--- src/rtl/bank_select_pkg.sv ---
package bank_select_pkg;
    localparam int BANK_W = 3;
    localparam int OFFS_W = 8;
    localparam int ADDR_W = BANK_W + OFFS_W;
    localparam logic [2:0] BANK_ZERO  = 3'h0;
    localparam logic [2:0] BANK_SEVEN = 3'h7;
    localparam logic [7:0] LOW_PAGE_LAST = 8'h7F;
    localparam logic [2:0] BANK_REG_RESET  = 3'h0;
    localparam logic       FLAG_RESET      = 1'b0;
    localparam logic [7:0] STACK_PTR_RESET = 8'hFF;
    localparam logic [5:0] STACK_PTR_STEP  = 6'h01;
    localparam int BANK_STATE_W = 8;
    // Bit positions inside the packed bank state
    localparam int PACK_PRIMARY_LSB   = 0;
    localparam int PACK_SECONDARY_LSB = 3;
    localparam int PACK_COMMON_POS    = 6;
    localparam int PACK_ENABLE_POS    = 7;

    typedef enum logic [1:0]
    {
        MODE_FIRST_PAIR,
        MODE_SECOND_PAIR,
        MODE_DIRECT,
        MODE_STACK
    } addr_mode_t;
endpackage

--- src/rtl/data_memory_bank_select.sv ---
`timescale 1ns/1ps
module data_memory_bank_select
(
    // Clock and reset
    input  wire logic                                         sys_clk,
    input  wire logic                                         arst_n,
    input  wire logic                                         clk_en,
    // Access request from the sequencer
    input  wire bank_select_pkg::addr_mode_t                   access_mode,
    input  wire logic [7:0]                                   first_pointer_pair,
    input  wire logic [7:0]                                   second_pointer_pair,
    input  wire logic [7:0]                                   direct_offset,
    // Bank state writes
    input  wire logic                                         bank_select_primary_we,
    input  wire logic                                         bank_select_secondary_we,
    input  wire logic                                         flags_we,
    input  wire logic [2:0]                                   bank_wdata,
    input  wire logic                                         low_page_common_flag_wdata,
    input  wire logic                                         secondary_bank_enable_flag_wdata,
    // Bank state push/pop
    input  wire logic                                         push_bank_state,
    input  wire logic                                         pop_bank_state,
    input  wire logic [7:0]                                   bank_state_restore,
    // Stack pointer control
    input  wire logic                                         stack_save,
    input  wire logic                                         stack_restore,
    input  wire logic                                         stack_pointer_we,
    input  wire logic [7:0]                                   stack_pointer_wdata,
    // Outputs
    output logic [bank_select_pkg::ADDR_W-1:0]                data_addr,
    output logic                                              pair_access,
    output logic [7:0]                                        bank_state_save,
    output logic [7:0]                                        stack_pointer,
    output logic [2:0]                                        bank_select_primary,
    output logic [2:0]                                        bank_select_secondary,
    output logic                                              low_page_common_flag,
    output logic                                              secondary_bank_enable_flag
);
    import bank_select_pkg::*;

    logic [2:0] primary_reg;
    logic [2:0] primary_next;
    logic [2:0] secondary_reg;
    logic [2:0] secondary_next;
    logic       common_reg;
    logic       common_next;
    logic       enable_reg;
    logic       enable_next;
    logic [5:0] ptr_mid_reg;
    logic [5:0] ptr_mid_next;
    logic [2:0] chosen_select;
    logic [2:0] bank;
    logic [7:0] offset;

    // Bank state next values
    always_comb
    begin
        primary_next   = primary_reg;
        secondary_next = secondary_reg;
        common_next    = common_reg;
        enable_next    = enable_reg;
        if (pop_bank_state)
        begin
            // All four restored as one unit, plain writes lose
            primary_next   = bank_state_restore[PACK_PRIMARY_LSB +: BANK_W];
            secondary_next = bank_state_restore[PACK_SECONDARY_LSB +: BANK_W];
            common_next    = bank_state_restore[PACK_COMMON_POS];
            enable_next    = bank_state_restore[PACK_ENABLE_POS];
        end
        else
        begin
            if (bank_select_primary_we)
                primary_next = bank_wdata;
            if (bank_select_secondary_we)
                secondary_next = bank_wdata;
            if (flags_we)
            begin
                common_next = low_page_common_flag_wdata;
                enable_next = secondary_bank_enable_flag_wdata;
            end
        end
    end

    // Bank state registers
    always_ff @(posedge sys_clk or negedge arst_n)
    begin
        if (!arst_n)
        begin
            primary_reg   <= BANK_REG_RESET;
            secondary_reg <= BANK_REG_RESET;
            common_reg    <= FLAG_RESET;
            enable_reg    <= FLAG_RESET;
        end
        else if (clk_en)
        begin
            primary_reg   <= primary_next;
            secondary_reg <= secondary_next;
            common_reg    <= common_next;
            enable_reg    <= enable_next;
        end
    end

    // Stack pointer middle counter, load beats counting
    always_comb
    begin
        ptr_mid_next = ptr_mid_reg;
        if (stack_pointer_we)
            ptr_mid_next = stack_pointer_wdata[6:1];
        else if (stack_save && !stack_restore)
            ptr_mid_next = ptr_mid_reg - STACK_PTR_STEP;
        else if (stack_restore && !stack_save)
            ptr_mid_next = ptr_mid_reg + STACK_PTR_STEP;
    end

    // Stack pointer middle register
    always_ff @(posedge sys_clk or negedge arst_n)
    begin
        if (!arst_n)
            ptr_mid_reg <= STACK_PTR_RESET[6:1];
        else if (clk_en)
            ptr_mid_reg <= ptr_mid_next;
    end

    // Bank and offset decode
    always_comb
    begin
        chosen_select = enable_reg ? secondary_reg : primary_reg;
        bank          = primary_reg[0] ? BANK_SEVEN : BANK_ZERO;
        offset        = first_pointer_pair;
        unique case (access_mode)
            MODE_FIRST_PAIR:
            begin
                bank   = primary_reg[0] ? BANK_SEVEN : BANK_ZERO;
                offset = first_pointer_pair;
            end
            MODE_SECOND_PAIR:
            begin
                bank   = chosen_select[0] ? BANK_SEVEN : BANK_ZERO;
                offset = second_pointer_pair;
            end
            MODE_DIRECT:
            begin
                offset = direct_offset;
                if (common_reg && direct_offset <= LOW_PAGE_LAST)
                    bank = BANK_ZERO;
                else
                    bank = chosen_select[0] ? BANK_SEVEN : BANK_ZERO;
            end
            MODE_STACK:
            begin
                bank   = BANK_SEVEN;
                offset = {1'b1, ptr_mid_reg, 1'b0};
            end
        endcase
    end

    // Outputs, decode combinational for next access
    assign data_addr                  = {bank, offset};
    assign pair_access                = (access_mode == MODE_STACK);
    assign bank_state_save            = {enable_reg, common_reg, secondary_reg, primary_reg};
    assign stack_pointer              = {1'b1, ptr_mid_reg, 1'b1};
    assign bank_select_primary        = primary_reg;
    assign bank_select_secondary      = secondary_reg;
    assign low_page_common_flag       = common_reg;
    assign secondary_bank_enable_flag = enable_reg;

    // Bank choice per addressing mode
    AST_FIRST_PAIR_PRIMARY: assert property (@(posedge sys_clk) disable iff (!arst_n)
        access_mode == MODE_FIRST_PAIR
        |-> data_addr[10:8] == (primary_reg[0] ? BANK_SEVEN : BANK_ZERO))
        else $error("First-pair bank not from primary register");
    AST_ENABLE_SELECT: assert property (@(posedge sys_clk) disable iff (!arst_n)
        access_mode == MODE_SECOND_PAIR && enable_reg
        |-> data_addr[10:8] == (secondary_reg[0] ? BANK_SEVEN : BANK_ZERO))
        else $error("Second-pair bank not from secondary register");
    AST_PRIMARY_WHEN_OFF: assert property (@(posedge sys_clk) disable iff (!arst_n)
        access_mode == MODE_SECOND_PAIR && !enable_reg
        |-> data_addr[10:8] == (primary_reg[0] ? BANK_SEVEN : BANK_ZERO))
        else $error("Second-pair bank not from primary register");
    AST_COMMON_LOW: assert property (@(posedge sys_clk) disable iff (!arst_n)
        access_mode == MODE_DIRECT && common_reg && !direct_offset[7]
        |-> data_addr == {BANK_ZERO, direct_offset})
        else $error("Common low page not bank 0");
    AST_COMMON_HIGH: assert property (@(posedge sys_clk) disable iff (!arst_n)
        access_mode == MODE_DIRECT && direct_offset[7]
        |-> data_addr[10:8] == ((enable_reg ? secondary_reg[0] : primary_reg[0]) ? BANK_SEVEN : BANK_ZERO))
        else $error("Direct upper half bank wrong");
    AST_STACK_BANK: assert property (@(posedge sys_clk) disable iff (!arst_n)
        access_mode == MODE_STACK
        |-> data_addr[10:8] == BANK_SEVEN && data_addr[0] == 1'b0 && pair_access)
        else $error("Stack access not in bank 7");
    AST_PAIR_FLAG: assert property (@(posedge sys_clk) disable iff (!arst_n)
        access_mode != MODE_STACK |-> !pair_access)
        else $error("Pair access outside stack mode");

    // Offsets per addressing mode
    AST_FIRST_PAIR_OFFSET: assert property (@(posedge sys_clk) disable iff (!arst_n)
        access_mode == MODE_FIRST_PAIR |-> data_addr[7:0] == first_pointer_pair)
        else $error("First-pair offset wrong");
    AST_SECOND_PAIR_OFFSET: assert property (@(posedge sys_clk) disable iff (!arst_n)
        access_mode == MODE_SECOND_PAIR |-> data_addr[7:0] == second_pointer_pair)
        else $error("Second-pair offset wrong");
    AST_DIRECT_OFFSET: assert property (@(posedge sys_clk) disable iff (!arst_n)
        access_mode == MODE_DIRECT |-> data_addr[7:0] == direct_offset)
        else $error("Direct offset wrong");

    // Stack pointer behaviour
    AST_PTR_ENDS: assert property (@(posedge sys_clk) disable iff (!arst_n)
        stack_pointer[7] && stack_pointer[0])
        else $error("Stack pointer end bits not one");
    AST_PTR_DOWN: assert property (@(posedge sys_clk) disable iff (!arst_n)
        clk_en && stack_save && !stack_restore && !stack_pointer_we
        |=> stack_pointer[6:1] == $past(stack_pointer[6:1]) - 6'h01)
        else $error("Stack pointer did not count down");
    AST_PTR_UP: assert property (@(posedge sys_clk) disable iff (!arst_n)
        clk_en && stack_restore && !stack_save && !stack_pointer_we
        |=> stack_pointer[6:1] == $past(stack_pointer[6:1]) + 6'h01)
        else $error("Stack pointer did not count up");

    // Bank state storage
    AST_POP_ALL: assert property (@(posedge sys_clk) disable iff (!arst_n)
        clk_en && pop_bank_state |=> bank_state_save == $past(bank_state_restore))
        else $error("Pop did not restore bank state");
    AST_WRITE_FULL: assert property (@(posedge sys_clk) disable iff (!arst_n)
        clk_en && bank_select_secondary_we && !pop_bank_state
        |=> bank_select_secondary == $past(bank_wdata))
        else $error("Secondary register lost written bits");
    AST_HOLD_FROZEN: assert property (@(posedge sys_clk) disable iff (!arst_n)
        !clk_en |=> $stable(bank_state_save) && $stable(stack_pointer))
        else $error("State changed while clock enable low");

    // Main scenarios reached
    COV_COMMON_DIRECT: cover property (@(posedge sys_clk) disable iff (!arst_n)
        access_mode == MODE_DIRECT && common_reg && !direct_offset[7]);
    COV_SECONDARY_PAIR: cover property (@(posedge sys_clk) disable iff (!arst_n)
        access_mode == MODE_SECOND_PAIR && enable_reg && secondary_reg[0]);
    COV_SECONDARY_DIRECT_HIGH: cover property (@(posedge sys_clk) disable iff (!arst_n)
        access_mode == MODE_DIRECT && direct_offset[7] && enable_reg);
    COV_PUSH_POP: cover property (@(posedge sys_clk) disable iff (!arst_n)
        push_bank_state ##[1:20] pop_bank_state);
endmodule

--- config.mk ---
export PLATFORM = sky130hd
export DESIGN_NAME = data_memory_bank_select
export DESIGN_NICKNAME = d
export VERILOG_FILES = /design/src/rtl/bank_select_pkg.sv /design/src/rtl/data_memory_bank_select.sv
export SDC_FILE = /design/constraint.sdc
export NUM_CORES = 1
export LEC_CHECK = 0
export ABC_CLOCK_PERIOD_IN_PS = 1900
export BUFFER_PORTS_ARGS = -buffer_cell sky130_fd_sc_hd__buf_2
export CORE_ASPECT_RATIO = 0.6
export CORE_MARGIN = 4
export CORE_UTILIZATION = 40
export DETAILED_ROUTE_END_ITERATION = 8
export HOLD_SLACK_MARGIN = 0.1
export PLACE_DENSITY = 0.76
export RECOVER_POWER = 50
export SYNTH_ARGS = -nofsm -noshare
export SYNTH_HDL_FRONTEND = slang
export SYNTH_SLANG_ARGS = --single-unit
--- constraint.sdc ---
create_clock -name sys_clk -period 1.9 [get_ports sys_clk]
set_input_delay 0.095 -clock sys_clk [delete_from_list [all_inputs] [get_ports sys_clk]]
set_output_delay 0.095 -clock sys_clk [all_outputs]
set_load 0.05 [all_outputs]
### After elaboration in Yosys (flattened, before gate mapping)

Cells that the tools add are included.

* bits in registers: 14
* logic and storage cells: 42
* bits of input ports: 58
* output and inout port bits: 36

* reductions and logical operators: 14
* magnitude comparators: 1
* eq/ne operators: 3
* multiplexer cells: 17
* add/sub/neg operators: 2

Operator list (count)
* case mux 8 bit (4 select lines): 1
* 2-to-1 mux 3 bit: 7
* 2-to-1 mux 6 bit: 3
* case mux 3 bit (4 select lines): 1
* less-or-equal comparator 8 x 7 -> 1 bit (second input constant): 1
* AND reduction 2 bit: 4
* adder 6 x 1 -> 6 bit (second input constant): 1
* nonzero test 2 bit: 3
* subtractor 6 x 1 -> 6 bit (second input constant): 1
* 2-to-1 mux 1 bit: 5
* equality test 2 bit (second input constant): 2
* logical AND 1 bit: 3
* nonzero test 3 bit: 1
* equality test 2 x 1 -> 1 bit (second input constant): 1
* logical NOT 1 bit: 2
* logical NOT 2 bit: 1

### Depth between registers and ports, before layout

Gate-level depths: netlist of run 1.

* word-level depth: 5
* mapped depth: 7
* depth with buffers taken out: 7

### Least setup slack after synthesis of run 1

No wires, ideal clock.

* path type: reg-to-output
* start point: register common_reg, in the netlist low_page_common_flag
* end point: output port data_addr[10] (netlist name)
* cell stages (with the launch flop): 6
* arrival: 1.747 ns
* slack: 0.058 ns
* data required time: 1.805 ns
* path buffers: 1
* cell sequence: dfrtp_1 > nor2b_1 > o22ai_1 > a22oi_1 > nand2_1 > buf_4

* word-level cells in the longest chain between the ends: 3

RTL lines
* start, declared: RTL line data_memory_bank_select.sv:45 `logic common_reg;`
* start signal, assigned: RTL line data_memory_bank_select.sv:98 `common_reg <= common_next;`
* logical AND 1 bit: RTL line data_memory_bank_select.sv:144 `if (common_reg && direct_offset <= LOW_PAGE_LAST)`
* 2-to-1 mux 3 bit: RTL line data_memory_bank_select.sv:144
* case mux 3 bit (4 select lines): RTL line data_memory_bank_select.sv:130 `unique case (access_mode)`
* end, declared: RTL line data_memory_bank_select.sv:30 `output logic [bank_select_pkg::ADDR_W-1:0] data_addr,`

Every way passes these cells.

### Worst setup path after layout of run 1

* start point: register ptr_mid_reg[2]
* end point: register ptr_mid_reg[3]

* word-level cells in the longest chain between the ends: 4

RTL lines
* start, declared: RTL line data_memory_bank_select.sv:49 `logic [5:0] ptr_mid_reg;`
* start signal, assigned: RTL line data_memory_bank_select.sv:119 `ptr_mid_reg <= STACK_PTR_RESET[6:1];`
* start signal, assigned: RTL line data_memory_bank_select.sv:121 `ptr_mid_reg <= ptr_mid_next;`
* adder 6 x 1 -> 6 bit: RTL line data_memory_bank_select.sv:112 `ptr_mid_next = ptr_mid_reg + STACK_PTR_STEP;`
* 2-to-1 mux 6 bit: RTL line data_memory_bank_select.sv:111 `else if (stack_restore && !stack_save)`
* 2-to-1 mux 6 bit *: RTL line data_memory_bank_select.sv:109 `else if (stack_save && !stack_restore)`
* 2-to-1 mux 6 bit *: RTL line data_memory_bank_select.sv:107 `if (stack_pointer_we)`

Every way passes the cells marked *; elsewhere a longest branch is shown, timed or not. The select of a mux whose other input is x is not followed.
A chain may end at the register's enable or synchronous reset.

==> summary.txt, run 1 <==
Cells and area
  • Share of layout cells above drive strength 1: 45.1%
  • Final net count: 275
  • Area growth, synth to finish: 35.5%
  • Diode count: 0
  • Max reg flops: 6
  • Finished Layout Cells: 257
  • Fin area: 1690 um^2

Synthesis
  • Synthesized area per cell: 8.95 um^2
  • Register area share after synthesis: 28.8%
  • Synth top cells by count: nor2_1 (14), buf_4 (12), o21ai_0 (10), a21oi_1 (9), a22o_1 (9)
  • Netlist Area Pre-Place: 1240 um^2
  • Synth top area share: 16.1%
  • Yosys reg bits: 14
  • Dominant cell type by area after synthesis: dfrtp_1
  • Gate Count Post-Synth: 139
  • Post-synth EDFFs: 0
  • Count leader, synth: nor2_1
  • Async set-reset flop share out of synthesis: 100%
  • Top cells by area, synth: dfrtp_1 (16%), dfstp_2 (13%), mux4_2 (11%)
  • Yosys cell types: 40
  • Post-synth top flop: dfrtp_1
  • Warnings from Yosys: 0

Placement
  • Pre-CTS setup slack: 266 ps
  • Port Buffers: 88
  • Cells after DPL: 251
  • Detailed Place HPWL: 2810 um
  • Cell Area, Placed: 1620 um^2
  • Routability Congestion: 0.787

STA
  • Unrepaired setup endpoints after global routing: no
  • Final-report hold violation count: 0
  • Worst Setup Slack, final: 269 ps
  • Fin crit share: 85.8%
  • Fmax: 613 MHz
  • Final setup viols: 0
  • Slew headroom: 33.3%
  • Period minus WS final: 1630 ps
  • Setup Total Neg Slack: 0 ps
  • Worst-margin pin slew: 1000 ps
  • Slew Limit Fails: 0
  • Clock skew: 1.03 ps

Run status
  • Status: finished, final reports clean

Critical path
  • Kind of critical path: register to register
  • Data arrival time of the worst path: 1820 ps
  • Req. time, crit path: 2090 ps
  • Max Fanout on Critical Path: 7
  • Worst setup SP type: register
  • Crit path capture type: register

Detailed routing
  • TritonRoute pass-1 iters: 4
  • Via/cell ratio: 5.23
  • Routed WL: 3490 um
  • Drt drc: 0
  • Vias: 1343
  • Wire per inst: 13.6 um
  • 1st-iter DRT viols: 70
  • Post-DRT Antenna Nets: 0

GRT
  • First-pass GRT wire length: 5310 um
  • Antenna violations before repair: 0
  • Total GRT Usage: 16.6%
  • Total grt overflow: 0
  • Largest net degree at the start of global routing: 30
  • Number of global-route vias before repair: 1152

Pwr
  • Leakage Power: 0.787 nW
  • PwrDens: 901 nW/um^2
  • Peak supply drop: 0.506 mV

Clocking
  • H-tree depth: 1
  • CTS resizes: 0
  • Max Root-Sink Buffers: 2
  • CTS buffer count: 3
  • Worst-Skew Late Latency: 250 ps
  • CTS tree: done
  • Clock Pin Slew Worst Setup and Hold Paths: 60 ps
  • CTS Sinks: 14
  • Root Driver: clkbuf_8

Floorplan
  • DIE HEIGHT: 51.2 um
  • Starting Density: 42.5%
  • Die width: 80.0 um
  • Core area: 2930 um^2
  • Ports: 94
  • Rows: 15
  • Die area: 4090 um^2

Job
  • Max-Cap Viols: 0

Hold path
  • Hold WC Path Type: primary input to register
==> power by group <==
group | internal (mW) | total [mW] | switching (mW)
clock | 0.184 | 0.293 | 0.110
combinational | 0.222 | 0.773 | 0.551
sequential | 0.365 | 0.452 | 0.0863
==> worst paths after layout <==
kind                                  startpoint                       end  slack (ps)  cells after the start
hold / removal             bank_state_restore[1]    bank_select_primary[1]         100                      3
max in group asynchronous                 arst_n    bank_select_primary[0]         980                      2
min in group asynchronous                 arst_n  bank_select_secondary[2]         440                      2
hold reg to reg             low_page_common_flag      low_page_common_flag         570                      1
setup / recovery                  ptr_mid_reg[2]            ptr_mid_reg[3]         270                      4
setup reg to reg                  ptr_mid_reg[2]            ptr_mid_reg[3]         270                      4
==> area by class of cell <==
type | instances | area, um^2
Inverter | 4 | 15.0
Clock buffer | 4 | 55.1
Fill cell | 286 | 1240
Tap cell | 42 | 52.6
Multi-Input combinational cell | 103 | 758
Timing Repair Buffer | 90 | 447
Sequential cell | 14 | 358
==> through the flow <==
| stage | util (%) | hold slack (ps) | total power [mW] |
|---|---|---|---|
| 4_1_cts | 58.0 | 102 | 1.54 |
| 3_5_place_dp | 55.5 | 15.0 | 1.23 |
| 5_1_grt | 57.6 | 104 | 1.60 |
| 2_1_floorplan | - | -201 | 1.07 |
| 6_report | 57.6 | 103 | 1.52 |
| 3_3_place_gp | 55.5 | 15.6 | 1.23 |
==> worst max-delay path: stages, from the launching register on <==
cell and delay (ps):
dfstp_2 400, or4b_4 560, a2bb2oi_1 180, nor4b_1 270
a311o_1 160
==> cells in the final DEF, fill, tap and decap left out, types with 2 or more instances in the layout <==
cell type / synthesis / final
dfrtp_1: 8 / 8
nand3b_1: 2 / 2
nand3_1: 3 / 3
and4_1: 2 / 2
conb_1: 1 / 2
buf_2: 0 / 77
mux2i_1: 2 / 2
a21oi_1: 9 / 9
o22ai_1: 8 / 8
nor2b_1: 7 / 7
o21ai_0: 10 / 10
nor2_1: 14 / 14
inv_1: 3 / 3
clkbuf_8: 0 / 4
nand2_1: 8 / 8
and2_1: 2 / 2
a22o_1: 9 / 9
dlygate4sd3_1: 0 / 2
clkbuf_1: 6 / 11
mux4_2: 6 / 6
dfstp_2: 6 / 6
==> kinds of logic after synthesis <==
group | Yosys count | share of synthesized area [%]
AOI/OAI and AO/OA | 45 | 24.9
and+or+nand+nor | 45 | 20.6
buffers and inverters | 23 | 10.6
DFF | 14 | 28.8
muxes | 8 | 12.5
xor gates and xnor gates | 2 | 1.41
adders and majority gates | 1 | 1.01
other | 1 | 0.302
==> per-layer routing <==
metal / vias up / GRT usage, % / wire [um] / share of wire [%]
met2: 67 / 24.2 / 1350 / 39
met4: 0 / 4.21 / 29 / 0.83
met1: 604 / 24.0 / 1730 / 50
li1: 668 / - / - / -
met5: - / 0 / 0 / 0
met3: 4 / 4.75 / 382 / 11
==> timing repair <==
| item | CTS | global route |
|---|---|---|
| hold endpoints to repair | 15 | 0 |
| buffers inserted | 0 | 0 |
| hold buffers | 2 | 0 |
Power figures use the tool's default switching activity.
==> inputs of run 2 (changes only) <==
--- a/config.mk
+++ b/config.mk
@@ -12,7 +12,7 @@
 export CORE_UTILIZATION = 40
 export DETAILED_ROUTE_END_ITERATION = 8
 export HOLD_SLACK_MARGIN = 0.1
-export PLACE_DENSITY = 0.76
+export PLACE_DENSITY = 0.8
 export RECOVER_POWER = 50
 export SYNTH_ARGS = -nofsm -noshare
 export SYNTH_HDL_FRONTEND = slang
==> summary.txt, run 2 (synthesized netlist as in run 1, its figures left out) <==
Run status
  • Status: finished, final reports clean (unchanged)

Critical path
  • Data arrival time of the worst path: 1840 ps (was 1820 ps)
  • Kind of critical path: register to register (unchanged)
  • Crit path capture type: register (unchanged)
  • Worst setup SP type: register (unchanged)
  • Max Fanout on Critical Path: 7 (unchanged)
  • Req. time, crit path: 2080 ps (was 2090 ps)

Job
  • Max-Cap Viols: 0 (unchanged)

STA
  • Unrepaired setup endpoints after global routing: no (unchanged)
  • Clock skew: 3.22 ps (was 1.03 ps)
  • Slew headroom: 29.1% (was 33.3%)
  • Fin crit share: 86.9% (was 85.8%)
  • Slew Limit Fails: 0 (unchanged)
  • Setup Total Neg Slack: 0 ps (unchanged)
  • Fmax: 605 MHz (was 613 MHz)
  • Final setup viols: 0 (unchanged)
  • Worst-margin pin slew: 1060 ps (was 1000 ps)
  • Period minus WS final: 1650 ps (was 1630 ps)
  • Final-report hold violation count: 0 (unchanged)

Cells and area
  • Share of layout cells above drive strength 1: 45.6% (was 45.1%)
  • Fillers: 286 (unchanged)
  • Finished Layout Cells: 257 (unchanged)
  • Area growth, synth to finish: 35.3% (was 35.5%)
  • Commonest non-fill, non-tap cell in the layout: buf_2 (unchanged)
  • Most frequent cells in the layout: buf_2 (77), nor2_1 (14), clkbuf_1 (11) (unchanged)
  • Final net count: 275 (unchanged)
  • Max reg flops: 6 (unchanged)
  • Diode count: 0 (unchanged)

Pwr
  • Clock network fraction of total power: 18.9% (was 19.3%)
  • Sw frac: 49.2% (about the same)
  • Leakage Power: 0.787 nW (about the same)
  • Peak supply drop: 0.596 mV (was 0.506 mV)
  • PwrDens: 904 nW/um^2 (was 901 nW/um^2)
  • Reg power frac: 29.8% (about the same)
  • Combinational power share: 51.3% (was 50.9%)
  • Design internal power: 0.772 mW (was 0.771 mW)
  • Psw: 0.749 mW (was 0.747 mW)

Clocking
  • CTS tree: done (unchanged)
  • CTS resizes: 0 (unchanged)
  • H-tree depth: 1 (unchanged)
  • Root Driver: clkbuf_8 (unchanged)
  • Worst-Skew Late Latency: 240 ps (was 250 ps)
  • CTS buffer count: 3 (unchanged)
  • Clock Pin Slew Worst Setup and Hold Paths: 60 ps (about the same)
  • Max Root-Sink Buffers: 2 (unchanged)
  • CTS Sinks: 14 (unchanged)

GRT
  • Met2 usage: 25.5% (was 24.2%)
  • Total GRT Usage: 17.9% (was 16.6%)
  • Total grt overflow: 0 (unchanged)
  • Grt met3 use: 5.11% (was 4.75%)
  • First-pass GRT wire length: 5820 um (was 5310 um)
  • Number of global-route vias before repair: 1256 (was 1152)
  • Antenna violations before repair: 0 (unchanged)
  • Met1 GRT Util: 26.7% (was 24.0%)
  • GR peak layer: met1 (was met2)
  • Largest net degree at the start of global routing: 30 (unchanged)

Placement
  • Port Buffers: 88 (unchanged)
  • Routability Congestion: 0.825 (was 0.787)
  • Detailed Place HPWL: 2990 um (was 2810 um)
  • Cells after DPL: 252 (was 251)

Floorplan
  • DIE HEIGHT: 51.2 um (unchanged)
  • Rows: 15 (unchanged)
  • Die width: 80.0 um (unchanged)
  • Ports: 94 (unchanged)
  • Die area: 4090 um^2 (unchanged)
  • Starting Density: 42.5% (unchanged)
  • Core area: 2930 um^2 (unchanged)

Detailed routing
  • Routed WL: 3710 um (was 3490 um)
  • 1st-iter DRT viols: 58 (was 70)
  • Vias: 1379 (was 1343)
  • Drt drc: 0 (unchanged)
  • Post-DRT Antenna Nets: 0 (unchanged)
  • Via/cell ratio: 5.37 (was 5.23)
  • TritonRoute pass-1 iters: 4 (unchanged)
  • Wire per inst: 14.4 um (was 13.6 um)

Hold path
  • Hold WC Path Type: primary input to register (unchanged)
-- run 2: cell types whose count changed in the layout (fill, tap and decap cells not counted) --
| cell | delta |
|---|---|
| buf_4 | +1 |
| dlygate4sd3_1 | -1 |
-- run 2: timing repair --
action	CTS	global route
hold endpoints to repair	14	0
setup buffers	0	0
hold buffers	1	0
-- run 2: cell type report --
cell class / instances / area (um^2) / share of cell area [%]
inverter: 4 / 15.0 / 0.892
tap: 42 / 52.6 / 3.12
multi-input combinational: 103 / 758 / 45.1
timing repair buffer: 90 / 444 / 26.4
clock buffer: 4 / 55.1 / 3.27
sequential: 14 / 358 / 21.3
-- run 2: critical path, stage by stage (launching register included) --
cell	delay (ps)
dfstp_2	400
or4b_4	560
a2bb2oi_1	190
nor4b_1	280
a311o_1	160
-- run 2: worst paths after layout --
| kind | startpoint | to | slack [ps] | depth (start not counted) |
|---|---|---|---|---|
| max in group asynchronous | arst_n | bank_select_primary[1] | 950 | 2 |
| worst max register to register | ptr_mid_reg[2] | ptr_mid_reg[3] | 250 | 4 |
| worst max-delay path | ptr_mid_reg[2] | ptr_mid_reg[3] | 250 | 4 |
| worst min register to register | ptr_mid_reg[2] | ptr_mid_reg[2] | 590 | 2 |
| min in group asynchronous | arst_n | low_page_common_flag | 450 | 2 |
| worst min-delay path | bank_state_restore[1] | bank_select_primary[1] | 110 | 3 |
-- run 2: per-layer routing --
layer / vias to the layer above / wire length, um
met2: 89 / 1530
met4: 0 / 16
met3: 2 / 522
met1: 626 / 1640
li1: 662 / -
met5: - / 0
-- run 2: power by group through the flow --
stage	registers (mW)	logic (mW)	clock network (mW)
floorplan	0.602	0.467	0
global placement	0.451	0.780	0
detailed placement	0.455	0.788	0
CTS	0.451	0.791	0.298
global route	0.463	0.826	0.311
finish	0.453	0.780	0.288
-- run 2: stage by stage --
stage | total power, mW | hold slack, ps | utilization (%) | instance area, um^2 | setup slack (ps)
floorplan | 1.07 | -201 | - | 1250 | 57.8
global placement | 1.23 | 14.7 | 55.7 | 1630 | 304
detailed placement | 1.24 | 10.2 | 55.7 | 1630 | 279
CTS | 1.54 | 104 | 57.9 | 1700 | 264
global route | 1.60 | 117 | 57.5 | 1680 | 126
finish | 1.52 | 110 | 57.5 | 1680 | 248
==> inputs of run 3 (changes only) <==
--- a/config.mk
+++ b/config.mk
@@ -6,7 +6,7 @@
 export NUM_CORES = 1
 export LEC_CHECK = 0
 export ABC_CLOCK_PERIOD_IN_PS = 1900
-export BUFFER_PORTS_ARGS = -buffer_cell sky130_fd_sc_hd__buf_2
+export BUFFER_PORTS_ARGS = -buffer_cell sky130_fd_sc_hd__buf_4
 export CORE_ASPECT_RATIO = 0.6
 export CORE_MARGIN = 4
 export CORE_UTILIZATION = 40
==> summary.txt, run 3 (synthesized netlist as in run 1, its figures left out) <==
Run status
  • Status: finished, final reports clean (unchanged)

Clocking
  • CTS resizes: 0 (unchanged)
  • Worst-Skew Late Latency: 250 ps (was 240 ps)
  • Postcts setup bufs: 0 (unchanged)
  • Clock Pin Slew Worst Setup and Hold Paths: 50 ps (was 60 ps)
  • Max Root-Sink Buffers: 2 (unchanged)
  • Root Driver: clkbuf_8 (unchanged)
  • CTS tree: done (unchanged)
  • CTS buffer count: 3 (unchanged)
  • H-tree depth: 1 (unchanged)
  • CTS Sinks: 14 (unchanged)
  • Hold Buf Count CTS: 1 (unchanged)

Floorplan
  • Starting Density: 42.5% (unchanged)
  • DIE HEIGHT: 51.2 um (unchanged)
  • Ports: 94 (unchanged)
  • Die area: 4090 um^2 (unchanged)
  • Die width: 80.0 um (unchanged)
  • Rows: 15 (unchanged)
  • Core area: 2930 um^2 (unchanged)

Detailed routing
  • Wire per inst: 15.2 um (was 14.4 um)
  • WL met1: 1710 um (was 1640 um)
  • Post-DRT Antenna Nets: 0 (unchanged)
  • Met3 wire len: 479 um (was 522 um)
  • Routed WL: 3900 um (was 3710 um)
  • TritonRoute pass-1 iters: 4 (unchanged)
  • 1st-iter DRT viols: 48 (was 58)
  • Met2 WL: 1690 um (was 1530 um)
  • Via/cell ratio: 5.27 (was 5.37)
  • Drt drc: 0 (unchanged)
  • Vias: 1348 (was 1379)
  • Top sig layer: met4 (unchanged)

Placement
  • Routability Congestion: 0.814 (was 0.825)
  • Port Buffers: 88 (unchanged)
  • Cell Area, Placed: 1840 um^2 (was 1630 um^2)
  • Detailed Place HPWL: 3160 um (was 2990 um)

Pwr
  • Clock network fraction of total power: 16.3% (was 18.9%)
  • Reg power frac: 28.9% (was 29.8%)
  • Sw frac: 48.1% (was 49.2%)
  • Peak supply drop: 0.510 mV (was 0.596 mV)
  • Design internal power: 0.814 mW (was 0.772 mW)
  • Psw: 0.755 mW (was 0.749 mW)
  • Combinational power share: 54.9% (was 51.3%)
  • PwrDens: 842 nW/um^2 (was 904 nW/um^2)
  • Leakage Power: 0.846 nW (was 0.787 nW)

STA
  • Final setup viols: 0 (unchanged)
  • Worst-margin pin slew: 762 ps (was 1060 ps)
  • Period minus WS final: 1670 ps (was 1650 ps)
  • Unrepaired setup endpoints after global routing: no (unchanged)
  • Slew headroom: 49.2% (was 29.1%)
  • Clock skew: 5.14 ps (was 3.22 ps)
  • Setup Total Neg Slack: 0 ps (unchanged)
  • Slew Limit Fails: 0 (unchanged)
  • Final-report hold violation count: 0 (unchanged)
  • Fin crit share: 87.9% (was 86.9%)
  • Fmax: 598 MHz (was 605 MHz)

Critical path
  • Req. time, crit path: 2070 ps (was 2080 ps)
  • Data arrival time of the worst path: 1840 ps (about the same)
  • Worst setup SP type: register (unchanged)
  • Kind of critical path: register to register (unchanged)
  • Crit path capture type: register (unchanged)
  • Max Fanout on Critical Path: 8 (was 7)

Job
  • Max-Cap Viols: 0 (unchanged)

GRT
  • Antenna violations before repair: 0 (unchanged)
  • First-pass GRT wire length: 5970 um (was 5820 um)
  • Total GRT Usage: 18.8% (was 17.9%)
  • Number of global-route vias before repair: 1289 (was 1256)
  • Largest net degree at the start of global routing: 30 (unchanged)
  • Total grt overflow: 0 (unchanged)

Cells and area
  • Share of layout cells above drive strength 1: 45.3% (was 45.6%)
  • Diode count: 0 (unchanged)
  • Max reg flops: 6 (unchanged)
  • Core Util, Final: 63.6% (was 57.5%)
  • Fin area: 1860 um^2 (was 1680 um^2)
  • Final net count: 274 (was 275)
  • Most frequent cells in the layout: buf_4 (78), nor2_1 (14), clkbuf_1 (11) (was buf_2 (77), nor2_1 (14), clkbuf_1 (11))
  • Reg area: 358 um^2 (unchanged)
  • Commonest non-fill, non-tap cell in the layout: buf_4 (was buf_2)
  • Footprint of the multi-input gates: 758 um^2 (unchanged)
  • Area growth, synth to finish: 49.7% (was 35.3%)
  • Fillers: 261 (was 286)

Hold path
  • Hold WC Path Type: primary input to register (unchanged)
==> run 3: area by class of cell <==
class                   instances  area share (%)
clock buffers                   4            2.42
repair buffers                 89            34.0
multi-input cells             103            40.7
well taps                      42            2.82
inverters                       4           0.806
flip-flops and latches         14            19.2
==> run 3: power by group through the flow <==
| stage | registers, mW | logic [mW] | clock network (mW) |
|---|---|---|---|
| 6_report | 0.453 | 0.860 | 0.255 |
| 5_1_grt | 0.465 | 0.905 | 0.282 |
| 4_1_cts | 0.452 | 0.886 | 0.262 |
| 3_5_place_dp | 0.456 | 0.884 | 0 |
| 3_3_place_gp | 0.453 | 0.870 | 0 |
| 2_1_floorplan | 0.602 | 0.467 | 0 |
==> run 3: path summary, 6_finish.rpt <==
kind	start	endpoint	slack [ps]	cells past startpoint
max in group asynchronous	arst_n	bank_select_secondary[1]	980	2
min in group asynchronous	arst_n	bank_select_secondary[2]	440	2
worst min register to register	bank_select_secondary[0]	bank_select_secondary[0]	590	1
worst min-delay path	bank_state_restore[2]	bank_select_primary[2]	110	3
worst max register to register	ptr_mid_reg[1]	ptr_mid_reg[4]	230	6
worst max-delay path	ptr_mid_reg[1]	ptr_mid_reg[4]	230	6
==> run 3: layer usage <==
layer | global-route usage (%) | vias to the layer above
li1 | - | 661
met1 | 24.3 | 608
met2 | 31.0 | 77
met3 | 6.34 | 2
met4 | 3.37 | 0
met5 | 0 | -
==> run 3: worst max-delay path, cell delays in order, from the launching register on <==
cell and delay, ps:
dfstp_2 620, xnor2_1 140, ha_1 240, nand3b_1 160
o32ai_2 140, mux2i_1 210, a21oi_1 80
==> run 3: metrics by stage <==
step / total power, mW / std cells / hold slack [ps] / setup WS, ps
global placement: 1.32 / 251 / -43.2 / 304
global route: 1.65 / 256 / 118 / 93.6
detailed placement: 1.34 / 251 / -43.1 / 245
CTS: 1.60 / 256 / 107 / 238
floorplan: 1.07 / 140 / -201 / 57.8
finish: 1.57 / 256 / 110 / 229
